### config.mk
export PLATFORM = sky130hd
export DESIGN_NAME = mmp_timer
export DESIGN_NICKNAME = d
export VERILOG_FILES = /design/src/hw/mmp_pkg.sv /design/src/hw/mmp_timer.sv
export SDC_FILE = /design/constraint.sdc
export NUM_CORES = 1
export LEC_CHECK = 0
export ABC_AREA = 1
export BUFFER_PORTS_ARGS = -buffer_cell sky130_fd_sc_hd__buf_2
export CORE_UTILIZATION = 60
export DETAILED_ROUTE_END_ITERATION = 10
export PLACE_DENSITY = 0.8
export SETUP_SLACK_MARGIN = 0.2
export SKIP_CTS_REPAIR_TIMING = 1
export SLEW_MARGIN = 20
export SYNTH_ARGS = -nofsm -noshare
export SYNTH_HDL_FRONTEND = slang
export SYNTH_SLANG_ARGS = --single-unit
export TNS_END_PERCENT = 1
### constraint.sdc
create_clock -name clock -period 3.55 [get_ports clock]
set_clock_uncertainty 0.2 [all_clocks]
set_input_delay 0.71 -clock clock [delete_from_list [all_inputs] [get_ports clock]]
set_output_delay 0.71 -clock clock [all_outputs]
set_load 0.005 [all_outputs]
### src/hw/mmp_pkg.sv
// Purpose: Constants for the multi-mode PWM timer block.
// Assumes: Classic Wishbone slave, 32-bit data, byte addresses.
// Notes: The rules below carry no tags that mark the logic carrying them out.
// Operation
// - Two-bit mode field picks four modes.
// - Standard: active at phase, inactive at duty.
// - Standard: period match resets timer.
// - Standard period is (period+1) times prescale; the code gives (period+1) times (prescale+1) clocks.
// - Offset match event synchronises timer, three modes.
// - Set-on-match: phase match sets output, sticky.
// - Set-on-match ignores duty; period bounds timer.
// - Output-level writes apply at next PWM tick.
// - Toggle: 50% output, twice standard period.
// - Toggle: phase counts periods before toggling.
// - Toggle ignores output-level writes.
// - Center: count up to period, then down.
// - Center: set counting up, clear counting down.
// - Center: up match period-duty, down plus one.
// - Center ignores output-level writes.
package mmp_pkg;
   localparam logic [7:0] mmp_adr_ctrl = 8'h00;
   localparam logic [7:0] mmp_adr_period = 8'h04;
   localparam logic [7:0] mmp_adr_duty = 8'h08;
   localparam logic [7:0] mmp_adr_phase = 8'h0c;
   localparam logic [7:0] mmp_adr_offset = 8'h10;
   localparam logic [7:0] mmp_adr_presc = 8'h14;
   localparam logic [7:0] mmp_adr_timer = 8'h18;
   localparam int mmp_ctrl_en_bit = 0;
   localparam int mmp_ctrl_mode_lsb = 1;
   localparam int mmp_ctrl_out_bit = 3;
   localparam int mmp_ctrl_ofs_lsb = 4;
   localparam int mmp_ctrl_pol_bit = 6;
   localparam int mmp_stat_out_bit = 7;
   localparam logic [1:0] mmp_mode_std = 2'h0;
   localparam logic [1:0] mmp_mode_set = 2'h1;
   localparam logic [1:0] mmp_mode_tog = 2'h2;
   localparam logic [1:0] mmp_mode_ctr = 2'h3;
   localparam logic [1:0] mmp_ofs_none = 2'h0;
   localparam logic [1:0] mmp_ofs_reset = 2'h1;
   localparam logic [1:0] mmp_ofs_start = 2'h2;
   localparam logic [1:0] mmp_ofs_stop = 2'h3;
   localparam logic [15:0] mmp_rst_count = 16'h0000;
   localparam logic [7:0] mmp_rst_presc = 8'h00;
endpackage

### src/hw/mmp_timer.sv
// Purpose: Multi-mode PWM generator with Wishbone register access.
// Assumes: One clock; prescaler gives the PWM tick; the offset event comes from a pin.
// Notes: Bus answers one cycle after a request; unmapped reads return zero.
//
// Added by the designer: the Wishbone slave port and the register offsets.
`timescale 1ns/1ps
module mmp_timer #(
   parameter int CW = 16
) (
   input wire logic clock, // System clock, 10 MHz.
   input wire logic reset_n, // Asynchronous reset, active low.
   input wire logic wb_cyc_i, // Wishbone cycle.
   input wire logic wb_stb_i, // Wishbone strobe.
   input wire logic wb_we_i, // Wishbone write enable.
   input wire logic [7:0] wb_adr_i, // Wishbone byte address.
   input wire logic [3:0] wb_sel_i, // Wishbone byte selects.
   input wire logic [31:0] wb_dat_i, // Wishbone write data.
   output logic [31:0] wb_dat_o, // Wishbone read data.
   output logic wb_ack_o, // Wishbone acknowledge.
   input wire logic offset_match_in, // Offset match event pin, asynchronous.
   output logic pwm_out // PWM output pin.
);
   typedef enum logic [2:0] {
      mmp_up = 3'b001,
      mmp_down = 3'b010,
      mmp_halt = 3'b100
   } mmp_dir_t;

   typedef struct packed {
      logic enable;
      logic [1:0] mode;
      logic output_level_bit;
      logic level_pending;
      logic [1:0] ofs_mode;
      logic polarity;
      logic [CW-1:0] period_count;
      logic [CW-1:0] duty_cycle_count;
      logic [CW-1:0] phase_count;
      logic [7:0] presc;
      logic [7:0] presc_cnt;
      logic [CW-1:0] pwm_timer;
      logic [CW-1:0] tog_cnt;
      mmp_dir_t dir;
      logic active;
      logic pin_level;
      logic [2:0] ofs_sync;
      logic ofs_level;
      logic ack;
      logic [31:0] rdata;
   } mmp_state_t;

   mmp_state_t s;
   mmp_state_t next_s;
   logic tick;
   logic ofs_event;
   logic req;
   logic [CW-1:0] up_match;

   assign req = wb_cyc_i & wb_stb_i & ~s.ack;
   assign tick = s.enable && (s.presc_cnt == s.presc);
   // The pin counts as changed only once the second and third stages agree,
   // so a glitch shorter than one clock never moves the timer.
   assign ofs_event = s.ofs_sync[1] & s.ofs_sync[2] & ~s.ofs_level;
   assign up_match = CW'(s.period_count - s.duty_cycle_count);

   always_comb begin
      logic [CW-1:0] rd;
      logic [31:0] wd;
      rd = '0;
      wd = wb_dat_i;
      next_s = s;
      next_s.ack = req;
      next_s.ofs_sync = {s.ofs_sync[1:0], offset_match_in};
      if (s.ofs_sync[1] == s.ofs_sync[2]) begin
         next_s.ofs_level = s.ofs_sync[2];
      end
      if (req && wb_we_i && wb_sel_i[0]) begin
         if (wb_adr_i == mmp_pkg::mmp_adr_ctrl) begin
            next_s.enable = wd[mmp_pkg::mmp_ctrl_en_bit];
            next_s.mode = wd[mmp_pkg::mmp_ctrl_mode_lsb +: 2];
            next_s.output_level_bit = wd[mmp_pkg::mmp_ctrl_out_bit];
            next_s.level_pending = 1'b1;
            next_s.ofs_mode = wd[mmp_pkg::mmp_ctrl_ofs_lsb +: 2];
            next_s.polarity = wd[mmp_pkg::mmp_ctrl_pol_bit];
         end else if (wb_adr_i == mmp_pkg::mmp_adr_period) begin
            next_s.period_count = wd[CW-1:0];
         end else if (wb_adr_i == mmp_pkg::mmp_adr_duty) begin
            next_s.duty_cycle_count = wd[CW-1:0];
         end else if (wb_adr_i == mmp_pkg::mmp_adr_phase) begin
            next_s.phase_count = wd[CW-1:0];
         end else if (wb_adr_i == mmp_pkg::mmp_adr_presc) begin
            next_s.presc = wd[7:0];
         end
      end
      if (wb_adr_i == mmp_pkg::mmp_adr_ctrl) begin
         rd = CW'({s.active, s.polarity, s.ofs_mode, s.output_level_bit, s.mode, s.enable});
      end else if (wb_adr_i == mmp_pkg::mmp_adr_period) begin
         rd = s.period_count;
      end else if (wb_adr_i == mmp_pkg::mmp_adr_duty) begin
         rd = s.duty_cycle_count;
      end else if (wb_adr_i == mmp_pkg::mmp_adr_phase) begin
         rd = s.phase_count;
      end else if (wb_adr_i == mmp_pkg::mmp_adr_presc) begin
         rd = CW'(s.presc);
      end else if (wb_adr_i == mmp_pkg::mmp_adr_timer) begin
         rd = s.pwm_timer;
      end
      next_s.rdata = req ? 32'(rd) : 32'h0;

      if (!s.enable) begin
         // Disable acts as the block reset.
         next_s.pwm_timer = '0;
         next_s.active = 1'b0;
         next_s.presc_cnt = '0;
         next_s.tog_cnt = '0;
         next_s.dir = mmp_up;
      end else begin
         next_s.presc_cnt = tick ? 8'h00 : 8'(s.presc_cnt + 8'h01);
         if (tick) begin
            case (s.mode)
               mmp_pkg::mmp_mode_std: begin
                  if (s.pwm_timer == s.phase_count) next_s.active = 1'b1;
                  if (s.pwm_timer == s.duty_cycle_count) next_s.active = 1'b0;
                  next_s.pwm_timer = (s.pwm_timer >= s.period_count) ? '0 : CW'(s.pwm_timer + 1'b1);
               end
               mmp_pkg::mmp_mode_set: begin
                  // Duty count is not looked at here.
                  if (s.pwm_timer == s.phase_count && s.phase_count <= s.period_count) begin
                     next_s.active = 1'b1;
                  end
                  if (s.level_pending) begin
                     next_s.active = s.output_level_bit;
                     next_s.level_pending = 1'b0;
                  end
                  next_s.pwm_timer = (s.pwm_timer >= s.period_count) ? '0 : CW'(s.pwm_timer + 1'b1);
               end
               mmp_pkg::mmp_mode_tog: begin
                  // Output-level writes never reach the output here.
                  next_s.level_pending = 1'b0;
                  if (s.pwm_timer >= s.period_count) begin
                     next_s.pwm_timer = '0;
                     if (s.tog_cnt >= s.phase_count) begin
                        next_s.active = ~s.active;
                        next_s.tog_cnt = '0;
                     end else begin
                        next_s.tog_cnt = CW'(s.tog_cnt + 1'b1);
                     end
                  end else begin
                     next_s.pwm_timer = CW'(s.pwm_timer + 1'b1);
                  end
               end
               default: begin
                  next_s.level_pending = 1'b0;
                  if (s.dir == mmp_up) begin
                     if (s.pwm_timer == up_match) next_s.active = 1'b1;
                     if (s.pwm_timer >= s.period_count) begin
                        next_s.dir = mmp_down;
                        next_s.pwm_timer = CW'(s.pwm_timer - 1'b1);
                     end else begin
                        next_s.pwm_timer = CW'(s.pwm_timer + 1'b1);
                     end
                  end else begin
                     if (s.pwm_timer == CW'(up_match + 1'b1)) next_s.active = 1'b0;
                     if (s.pwm_timer == '0) begin
                        next_s.dir = mmp_up;
                        next_s.pwm_timer = CW'(1);
                     end else begin
                        next_s.pwm_timer = CW'(s.pwm_timer - 1'b1);
                     end
                  end
               end
            endcase
         end
      end
      // The resync pulse lasts one clock, so it acts at once instead of waiting
      // for a prescaler tick that would usually miss it.
      if (s.enable && s.mode != mmp_pkg::mmp_mode_ctr && s.ofs_mode != mmp_pkg::mmp_ofs_none && ofs_event) begin
         next_s.pwm_timer = '0;
         next_s.tog_cnt = '0;
         next_s.presc_cnt = '0;
      end
      // The pin level is registered with the state so the output cannot glitch.
      next_s.pin_level = next_s.active ^ next_s.polarity;
   end

   always_ff @(posedge clock or negedge reset_n) begin
      if (!reset_n) begin
         s <= '{
            enable: 1'b0,
            mode: mmp_pkg::mmp_mode_std,
            output_level_bit: 1'b0,
            level_pending: 1'b0,
            ofs_mode: mmp_pkg::mmp_ofs_none,
            polarity: 1'b0,
            period_count: mmp_pkg::mmp_rst_count,
            duty_cycle_count: mmp_pkg::mmp_rst_count,
            phase_count: mmp_pkg::mmp_rst_count,
            presc: mmp_pkg::mmp_rst_presc,
            presc_cnt: 8'h00,
            pwm_timer: mmp_pkg::mmp_rst_count,
            tog_cnt: mmp_pkg::mmp_rst_count,
            dir: mmp_up,
            active: 1'b0,
            pin_level: 1'b0,
            ofs_sync: 3'h0,
            ofs_level: 1'b0,
            ack: 1'b0,
            rdata: 32'h0
         };
      end else begin
         s <= next_s;
      end
   end

   assign wb_ack_o = s.ack;
   assign wb_dat_o = s.rdata;
   assign pwm_out = s.pin_level;

   a_disable_quiet: assert property (
      @(posedge clock) disable iff (!reset_n)
      !s.enable
      |=> s.pwm_timer == '0 && !s.active
   ) else $error("Disabled timer not idle");

   a_std_wrap: assert property (
      @(posedge clock) disable iff (!reset_n)
      tick && s.mode == mmp_pkg::mmp_mode_std && s.pwm_timer >= s.period_count
      |=> s.pwm_timer == '0
   ) else $error("Standard timer did not wrap");

   a_std_clear: assert property (
      @(posedge clock) disable iff (!reset_n)
      tick && s.mode == mmp_pkg::mmp_mode_std && s.pwm_timer == s.duty_cycle_count
      |=> !s.active
   ) else $error("Duty match did not clear");

   a_std_set: assert property (
      @(posedge clock) disable iff (!reset_n)
      tick && s.mode == mmp_pkg::mmp_mode_std && s.pwm_timer == s.phase_count && s.pwm_timer != s.duty_cycle_count
      |=> s.active
   ) else $error("Phase match did not set");

   a_timer_hold: assert property (
      @(posedge clock) disable iff (!reset_n)
      s.enable && !tick && !ofs_event
      |=> $stable(s.pwm_timer)
   ) else $error("Timer moved between ticks");

   a_out_hold: assert property (
      @(posedge clock) disable iff (!reset_n)
      s.enable && !tick
      |=> $stable(s.active)
   ) else $error("Output moved between ticks");

   a_tick_rate: assert property (
      @(posedge clock) disable iff (!reset_n)
      tick && s.presc == 8'h01 && $past(s.enable)
      |=> !tick ##1 (tick || !s.enable)
   ) else $error("Prescaler rate wrong");

   a_set_level: assert property (
      @(posedge clock) disable iff (!reset_n)
      tick && s.mode == mmp_pkg::mmp_mode_set && s.level_pending
      |=> s.active == $past(s.output_level_bit)
   ) else $error("Level write not applied");

   a_set_phase: assert property (
      @(posedge clock) disable iff (!reset_n)
      tick && s.mode == mmp_pkg::mmp_mode_set && s.pwm_timer == s.phase_count && s.phase_count <= s.period_count
      && !s.level_pending
      |=> s.active
   ) else $error("Set match did not set");

   a_set_sticky: assert property (
      @(posedge clock) disable iff (!reset_n)
      tick && s.mode == mmp_pkg::mmp_mode_set && s.active && !s.level_pending
      |=> s.active
   ) else $error("Set output dropped");

   a_set_wrap: assert property (
      @(posedge clock) disable iff (!reset_n)
      tick && s.mode == mmp_pkg::mmp_mode_set && s.pwm_timer >= s.period_count
      |=> s.pwm_timer == '0
   ) else $error("Set timer passed period");

   a_tog_levels: assert property (
      @(posedge clock) disable iff (!reset_n)
      tick && s.mode == mmp_pkg::mmp_mode_tog && s.pwm_timer < s.period_count
      |=> $stable(s.active)
   ) else $error("Toggle changed mid period");

   a_tog_flip: assert property (
      @(posedge clock) disable iff (!reset_n)
      tick && s.mode == mmp_pkg::mmp_mode_tog && s.pwm_timer >= s.period_count && s.tog_cnt >= s.phase_count
      |=> s.active != $past(s.active)
   ) else $error("Toggle missed its period");

   a_tog_wait: assert property (
      @(posedge clock) disable iff (!reset_n)
      tick && s.mode == mmp_pkg::mmp_mode_tog && s.pwm_timer >= s.period_count && s.tog_cnt < s.phase_count
      |=> $stable(s.active)
   ) else $error("Toggle came too early");

   a_ctr_set: assert property (
      @(posedge clock) disable iff (!reset_n)
      tick && s.mode == mmp_pkg::mmp_mode_ctr && s.dir == mmp_up && s.pwm_timer == up_match
      |=> s.active
   ) else $error("Center up match did not set");

   a_ctr_clear: assert property (
      @(posedge clock) disable iff (!reset_n)
      tick && s.mode == mmp_pkg::mmp_mode_ctr && s.dir == mmp_down && s.pwm_timer == CW'(up_match + 1'b1)
      |=> !s.active
   ) else $error("Center down match did not clear");

   a_ctr_rise_only: assert property (
      @(posedge clock) disable iff (!reset_n)
      tick && s.mode == mmp_pkg::mmp_mode_ctr && s.dir == mmp_up && s.pwm_timer != up_match
      |=> $stable(s.active)
   ) else $error("Center output moved off match");

   a_ctr_turn: assert property (
      @(posedge clock) disable iff (!reset_n)
      tick && s.mode == mmp_pkg::mmp_mode_ctr && s.dir == mmp_up && s.pwm_timer >= s.period_count
      |=> s.dir == mmp_down
   ) else $error("Center did not turn at period");

   a_ctr_floor: assert property (
      @(posedge clock) disable iff (!reset_n)
      tick && s.mode == mmp_pkg::mmp_mode_ctr && s.dir == mmp_down && s.pwm_timer == '0
      |=> s.dir == mmp_up && s.pwm_timer == CW'(1)
   ) else $error("Center did not turn at zero");

   a_ofs_resync: assert property (
      @(posedge clock) disable iff (!reset_n)
      s.enable && s.mode != mmp_pkg::mmp_mode_ctr && s.ofs_mode != mmp_pkg::mmp_ofs_none && ofs_event
      |=> s.pwm_timer == '0
   ) else $error("Offset event did not resync");

   a_bus_ack: assert property (
      @(posedge clock) disable iff (!reset_n)
      req
      |=> wb_ack_o ##1 !wb_ack_o
   ) else $error("Ack timing wrong");

   a_read_idle: assert property (
      @(posedge clock) disable iff (!reset_n)
      !wb_ack_o
      |-> wb_dat_o == 32'h0
   ) else $error("Read data without ack");

   c_std_run: cover property (@(posedge clock) s.mode == mmp_pkg::mmp_mode_std && $rose(s.active));
   c_tog_run: cover property (@(posedge clock) s.mode == mmp_pkg::mmp_mode_tog && $fell(s.active));
   c_ctr_run: cover property (@(posedge clock) s.mode == mmp_pkg::mmp_mode_ctr && s.dir == mmp_down);
   c_set_run: cover property (@(posedge clock) s.mode == mmp_pkg::mmp_mode_set && $rose(s.active));
   c_ofs_run: cover property (@(posedge clock) s.enable && ofs_event);
endmodule

==> flow_summary.toml, run 1 <==
[sta]
fmax_ghz = 0.311
fin_crit_sh = 0.907
max-slew-margin-rel = 0.423
setup-tns-final_ns = 0
min_period_ns = 3.22
maxSlewViolCount = 0
finalSetupViolCount = 0
grt_setup_unrepaired = "yes"
finalHoldViolCount = 0
tightest_slew_ns = 0.865

[clock_network]
cts_max_path_buffers = 2
root_buffer = "clkbuf_16"
worstSkewPairLatency_ns = 0.44
cts_tree = "yes"
cts_buffers = 17
clk_pin_slew_ns = 0.06
h-tree-depth = 4
cts_sinks = 129

[pwr]
pwr_density_cell_nw_per_um2 = 301
power_mw = 3.47
p_leak_nw = 5.89
max-vdd-ir-drop_v = 0.000462

[drt]
drc = 0
num_vias = 10500
vias_per_cell = 5.91
first_pass_iters = 5
wirelength_um = 31200
wl_per_cell_um = 17.5
drt_iter0_drc = 1043
antenna_left = 0

[floorplanning]
start_util = 0.623
num_rows = 47
die_y_um = 134
boundaryPins = 84
die_w_um = 134
fp.coreArea_um2 = 16800
dieArea_um2 = 17900

[synthesis]
synth_cells = 1498
synth_common_cells = "nand2_1 (364), inv_1 (201), o21ai_0 (136)"
async_reset_ff_frac = 1.00
yosysWarnings = 0
synth_top_area_frac = 0.307
synth_cell_types = 59
yosysTopAreaCell = "dfrtp_1"
syn_avg_cell_area_um2 = 6.97
synth_area_leaders = "dfrtp_1 (31%), nand2_1 (13%), ha_1 (8.3%), inv_1 (7.2%), o21ai_0 (6.5%)"
synth-seq-cells = 129
yosysMostFrequentCell = "nand2_1"
syn_area_um2 = 10400
seq_area_frac_synth = 0.309
synth_edf_count = 0
synthFlopType = "dfrtp_1"

[layout]
diodes = 0
drive_gt1_frac = 0.125
finalNetCount = 1665
area_growth_pct = 10.4
final_area_um2 = 11500
fillers = 1452
stdcell_count = 1777

[critical_path]
required_ns = 3.67
rr_worst_depth = 21
critPathKind = "flip-flop to flip-flop"
path_buf_inv = 2
slowest_stage = "fa_1"
worst_setup_path_end_kind = "flip-flop"
cp_max_fo = 3
crit_arrival_ns = 3.34
worst-path-stages = 21
path_cells = "inv_1, ha_2, fa_1, inv_2, ha_4, xor2_1, or2_4, nor2_2, nand2_1, nor2_2, nand2_1, nor2_1, nand3_1, nor2_1, nand2_1, nand2_1, nand2_2, nand2_2, nand2_2, nand2_1, nand2_1"
crit_family = "simple AND/OR/NAND/NOR gates"
cp_common_cell = "nand2_1"
setup.worst_path.start_class = "flip-flop"
max_stage_delay_ns = 0.56

[placement]
postPlaceCellArea_um2 = 10900
dpl.hpwl_um = 24000
gp_congestion = 0.969
port_buffers = 48
post-place-cells = 1745

[grt]
antenna_found_initial = 0
grt_pass1_vias = 9714
grt_pass1_wl_um = 49400
grt_max_degree = 68
grt_usage = 0.355
grt_overflow = 0

[run_status]
status = "finished, final reports clean"

[job]
cap_violations = 0

[worst_hold_path]
hp-class = "primary input to asynchronous set/reset pin"
==> power by group <==
part           switching, mW  internal [mW]
Clock                  0.675          0.955
Combinational          0.238          0.112
Sequential            0.0100           1.48
==> cell usage in the layout, fill, tap and decap left out, types with 12 or more instances in the layout <==
| cell | count |
|---|---|
| nand2_1 | 361 |
| ha_1 | 64 |
| xor2_1 | 47 |
| clkbuf_16 | 17 |
| o22ai_1 | 15 |
| dfrtp_1 | 127 |
| nand2_2 | 19 |
| nor2_2 | 13 |
| nor4_1 | 12 |
| o211ai_1 | 14 |
| conb_1 | 16 |
| inv_1 | 199 |
| a21oi_1 | 71 |
| o21ai_0 | 136 |
| nor2_1 | 94 |
| nor3_1 | 22 |
| nand3_1 | 97 |
| nand4_1 | 31 |
| buf_2 | 47 |
| buf_4 | 38 |
==> kinds of logic after synthesis <==
kind of cell | Yosys count | synth area share
xor+xnor | 50 | 0.0420
flops | 129 | 0.309
buf+inv | 285 | 0.118
compound gates | 285 | 0.160
other cells | 1 | 0.000359
simple gates | 677 | 0.285
fa+ha+maj | 70 | 0.0846
mux | 1 | 0.00108
==> registers in the layout, indices dropped and copies added (netlist names) <==
name and count:
s 109, wb_dat_o 16, next_s 2, pwm_out 1, wb_ack_o 1
==> worst paths after layout <==
check	start	end	slack [ns]
worst max-delay path	s[122]$_DFFE_PN0P_	pwm_out$_DFF_PN0_	0.33
worst min-delay path	reset_n	s[57]$_DFFE_PN0P_	0.1
worst max register to register	s[122]$_DFFE_PN0P_	pwm_out$_DFF_PN0_	0.33
worst min register to register	next_s[35]$_DFF_PN0_	next_s[36]$_DFF_PN0_	0.15
max in group asynchronous	reset_n	s[58]$_DFFE_PN0P_	2.28
min in group clock	next_s[35]$_DFF_PN0_	next_s[36]$_DFF_PN0_	0.15
==> through the flow <==
step                      setup WS (ns)  hold slack, ns  utilization
final                             0.330          0.0971        0.687
after global routing              0.107           0.152        0.687
after CTS                        0.0956           0.118        0.682
after detailed placement          0.102           0.136        0.650
after global placement            0.164           0.135        0.650
after floorplan                   0.526           0.131            -
==> cell type report <==
cell class                      instances  area [um^2]  share of cell area
Multi-Input combinational cell       1099         6110               0.530
Timing Repair Buffer                   88          572              0.0496
Clock inverter                         13          115             0.00999
Inverter                              210          790              0.0685
Sequential cell                       129         3230               0.280
Tap cell                              220          275              0.0239
Clock buffer                           18          429              0.0373
==> per-layer routing <==
| metal | global-route usage | vias to the layer above | wire length, um | share of wire |
|---|---|---|---|---|
| li1 | - | 5015 | - | - |
| met1 | 0.471 | 4836 | 12700 | 0.41 |
| met2 | 0.551 | 537 | 13900 | 0.45 |
| met3 | 0.0635 | 109 | 2970 | 0.095 |
| met4 | 0.196 | 0 | 1620 | 0.052 |
| met5 | 0 | - | 0 | 0 |
No activity file was read; power rests on OpenSTA's default activity.
==> run 2, diff against run 1 <==
- REMOVE_ABC_BUFFERS: unset -> 1
==> flow_summary.toml, run 2 (synthesis results as in run 1) <==
[critical_path]
worst_setup_path_end_kind = "flip-flop"
required_ns = 3.67
cp_max_fo = 3
crit_arrival_ns = 3.35
setup.worst_path.start_class = "flip-flop"
critPathKind = "flip-flop to flip-flop"

[drt]
drt_iter0_drc = 959
vias_per_cell = 5.97
wirelength_um = 31700
drc = 0
wl_per_cell_um = 17.8
num_vias = 10600
antenna_left = 0
first_pass_iters = 6

[layout]
area_growth_pct = 11.2
largest_register_ffs = 109
most-common-layout-cells = "nand2_1 (359), inv_1 (199), o21ai_0 (136)"
mostFrequentLayoutCell = "nand2_1"
diodes = 0
drive_gt1_frac = 0.133
final_area_um2 = 11600
fin_util = 0.692
finalNetCount = 1673
regMostFlops = "s"

[pwr]
p_leak_nw = 5.95
max-vdd-ir-drop_v = 0.000303
pwr_density_cell_nw_per_um2 = 300
power_mw = 3.49

[grt]
grt_pass1_wl_um = 49900
antenna_found_initial = 0
grt_max_degree = 68
grt_overflow = 0
grt_pass1_vias = 9810
grt_usage = 0.360

[placement]
gp_congestion = 1.02
port_buffers = 48
postPlaceCellArea_um2 = 10900
pre_cts_ws_ns = 0.147
dpl.hpwl_um = 24100

[clock_network]
cts_sinks = 129
root_buffer = "clkbuf_16"
cts_max_path_buffers = 2
worstSkewPairLatency_ns = 0.43
clk_pin_slew_ns = 0.06
h-tree-depth = 4
cts_tree = "yes"
cts_buffers = 17

[job]
cap_violations = 0

[worst_hold_path]
hp-class = "primary input to asynchronous set/reset pin"

[floorplanning]
die_w_um = 134
die_y_um = 134
start_util = 0.623
fp.coreArea_um2 = 16800
num_rows = 47
boundaryPins = 84
dieArea_um2 = 17900

[sta]
tightest_slew_ns = 0.805
maxSlewViolCount = 0
setup_slack_ns = 0.323
finalSetupViolCount = 0
fmax_ghz = 0.310
fin_crit_sh = 0.909
min_period_ns = 3.23
grt_setup_unrepaired = "yes"
setup-tns-final_ns = 0
finalHoldViolCount = 0
max-slew-margin-rel = 0.462

[run_status]
status = "finished, final reports clean"
## run 2: critical path, cell delays in order (launching register included)
cell     delay (ns)
dfrtp_1        0.34
inv_1          0.05
ha_2           0.20
fa_2           0.59
inv_2          0.06
ha_4           0.20
xor2_1         0.15
or2_4          0.24
nor2_1         0.09
nand2_1        0.05
nor2_1         0.11
nand2_1        0.08
nor2_2         0.10
nand3_1        0.08
nor2_2         0.10
nand2_1        0.08
nand2_1        0.08
nand2_2        0.09
nand2_2        0.08
nand2_2        0.05
nand2_1        0.05
nand2_1        0.04
## run 2: layer usage
layer | global-route usage | routed length, um | vias to the layer above
li1 | - | - | 5044
met1 | 0.470 | 12700 | 4863
met2 | 0.570 | 14200 | 634
met3 | 0.0801 | 3470 | 107
met4 | 0.163 | 1320 | 0
met5 | 0 | 0 | -
## run 2: layout make-up
class | count | area [um^2]
Multi-Input combinational cell | 1099 | 6140
Inverter | 210 | 790
Clock inverter | 11 | 88.8
Clock buffer | 20 | 457
Timing Repair Buffer | 96 | 619
Tap cell | 220 | 275
Sequential cell | 129 | 3230
Fill cell | 1413 | 5160
## run 2: per-stage QoR
step                cells  hold slack, ns
global route         1785           0.104
detailed placement   1749           0.136
floorplan            1438           0.131
global placement     1749           0.141
CTS                  1780          0.0817
finish               1785          0.0566
## run 2: report_power, final
part / switching (mW) / internal (mW) / leakage (nW)
registers: 0.00981 / 1.48 / 1.78
logic: 0.238 / 0.112 / 3.90
clock network: 0.657 / 0.986 / 0.271
total: 0.905 / 2.58 / 5.95
## run 2: worst paths after layout
check / cells past startpoint / startpoint / endpoint / slack, ns
setup / recovery: 21 / s[122]$_DFFE_PN0P_ / pwm_out$_DFF_PN0_ / 0.32
hold / removal: 1 / reset_n / s[55]$_DFFE_PN0P_ / 0.06
setup reg to reg: 21 / s[122]$_DFFE_PN0P_ / pwm_out$_DFF_PN0_ / 0.32
hold reg to reg: 0 / next_s[35]$_DFF_PN0_ / next_s[36]$_DFF_PN0_ / 0.15
max in group asynchronous: 2 / reset_n / s[123]$_DFFE_PN0P_ / 2.33
min in group clock: 0 / next_s[35]$_DFF_PN0_ / next_s[36]$_DFF_PN0_ / 0.15
==> run 3, diff against run 2 <==
- CORE_UTILIZATION: 60 -> 30
- PLACE_DENSITY: 0.8 -> 0.46
==> flow_summary.toml, run 3 (synthesis results as in run 1) <==
[clock_network]
worstSkewPairLatency_ns = 0.44
cts_max_path_buffers = 2
h-tree-depth = 4
clk_pin_slew_ns = 0.06
cts_sinks = 129
cts_tree = "yes"
cts_buffers = 17
root_buffer = "clkbuf_16"

[layout]
multi_input_area_um2 = 6200
regMostFlops = "s"
fillers = 3646
final_area_um2 = 12100
diodes = 0
drive_gt1_frac = 0.147
finalNetCount = 1688
area_growth_pct = 16.2
mostFrequentLayoutCell = "nand2_1"
seq_area_um2 = 3230
largest_register_ffs = 109
most-common-layout-cells = "nand2_1 (354), inv_1 (199), o21ai_0 (136)"

[placement]
gp_congestion = 0.897
postPlaceCellArea_um2 = 11300
dpl.hpwl_um = 28200
port_buffers = 48

[floorplanning]
fp.coreArea_um2 = 33900
start_util = 0.308
num_rows = 67
boundaryPins = 84
die_w_um = 189
dieArea_um2 = 35500
die_y_um = 189

[grt]
grt_pass1_vias = 9555
grt_pass1_wl_um = 54300
grt_usage = 0.201
grt_overflow = 0
antenna_found_initial = 0
grt_max_degree = 77

[pwr]
power_frac_seq = 0.399
p_leak_nw = 6.05
pwr-share-clk = 0.504
p_sw_mw = 1.00
combPwrFrac = 0.097
swShare = 0.269
p_int_mw = 2.73
pwr_density_cell_nw_per_um2 = 308
max-vdd-ir-drop_v = 0.000354

[drt]
first_pass_iters = 5
wl_per_cell_um = 17.3
wirelength_um = 35200
drc = 0
drt_iter0_drc = 582
vias_per_cell = 4.93
num_vias = 9994
antenna_left = 0

[critical_path]
slowest_stage = "dfrtp_1"
startpoint = "s[125]$_DFFE_PN0P_"
worst_setup_path_end_kind = "flip-flop"
rr_worst_depth = 16
reg2reg_from = "s[125]$_DFFE_PN0P_"
crit_arrival_ns = 3.32
crit_family = "simple AND/OR/NAND/NOR gates"
timing.rr.end = "s[57]$_DFFE_PN0P_"
cp_common_cell = "nand2_1"
critPathKind = "flip-flop to flip-flop"
max_stage_delay_ns = 0.42
path_buf_inv = 4
required_ns = 3.67
crit_end = "s[57]$_DFFE_PN0P_"
setup.worst_path.start_class = "flip-flop"
worst-path-stages = 16
path_cells = "buf_4, inv_1, ha_1, nand2_1, o21ai_0, nand2_1, o211ai_1, a21boi_0, nand2_1, nand4_1, nand3_1, inv_1, nor2_1, inv_2, o21ai_0, a21oi_1"
rrSetupSlack_ns = 0.35
cp_max_fo = 11

[sta]
grt_setup_unrepaired = "yes"
maxSlewViolCount = 0
setup-tns-final_ns = 0
tightest_slew_ns = 0.889
fmax_ghz = 0.312
finalSetupViolCount = 0
min_period_ns = 3.20
fin_crit_sh = 0.903
finalHoldViolCount = 0
max-slew-margin-rel = 0.407

[job]
cap_violations = 0

[worst_hold_path]
hp-class = "primary input to asynchronous set/reset pin"

[run_status]
status = "finished, final reports clean"
## run 3: worst min path at each step
stage,from,to,slack [ns],cells after the start
floorplan,next_s[35]$_DFF_PN0_,next_s[36]$_DFF_PN0_,0.13,0
global placement,next_s[35]$_DFF_PN0_,next_s[36]$_DFF_PN0_,0.15,0
detailed placement,next_s[35]$_DFF_PN0_,next_s[36]$_DFF_PN0_,0.15,0
CTS,reset_n,s[75]$_DFF_PN0_,0.14,1
global route,next_s[35]$_DFF_PN0_,next_s[36]$_DFF_PN0_,0.17,0
finish,reset_n,next_s[35]$_DFF_PN0_,0.11,1
## run 3: final cells by class
type,count,share of cell area
multi-input combinational,1099,0.511
sequential,129,0.266
inverter,210,0.0651
timing repair buffer,111,0.0604
tap,448,0.0462
clock buffer,18,0.0362
clock inverter,14,0.0148
## run 3: metal layers
layer | GRT usage | vias to the layer above | part of all wire
li1 | - | 5063 | -
met5 | 0 | - | 0
met4 | 0.0630 | 0 | 0.021
met3 | 0.0257 | 37 | 0.034
met1 | 0.278 | 4717 | 0.49
met2 | 0.323 | 177 | 0.46
## run 3: metrics by stage
stage | util | std cells | hold WS, ns | total power, mW | setup WS [ns]
2_1_floorplan | - | 1438 | 0.131 | 1.73 | 0.518
3_3_place_gp | 0.334 | 1994 | 0.152 | 1.87 | 0.0535
3_5_place_dp | 0.334 | 1994 | 0.152 | 1.87 | 0.0875
4_1_cts | 0.353 | 2026 | 0.138 | 3.75 | 0.0700
5_1_grt | 0.358 | 2029 | 0.167 | 3.87 | 0.151
6_report | 0.358 | 2029 | 0.111 | 3.73 | 0.345
## run 3: power by group through the flow
stage	combinational (mW)	sequential [mW]	clock (mW)
after floorplan	0.214	1.51	0
after global placement	0.353	1.52	0
after detailed placement	0.355	1.52	0
after CTS	0.356	1.49	1.91
after global routing	0.415	1.49	1.96
final	0.362	1.49	1.88
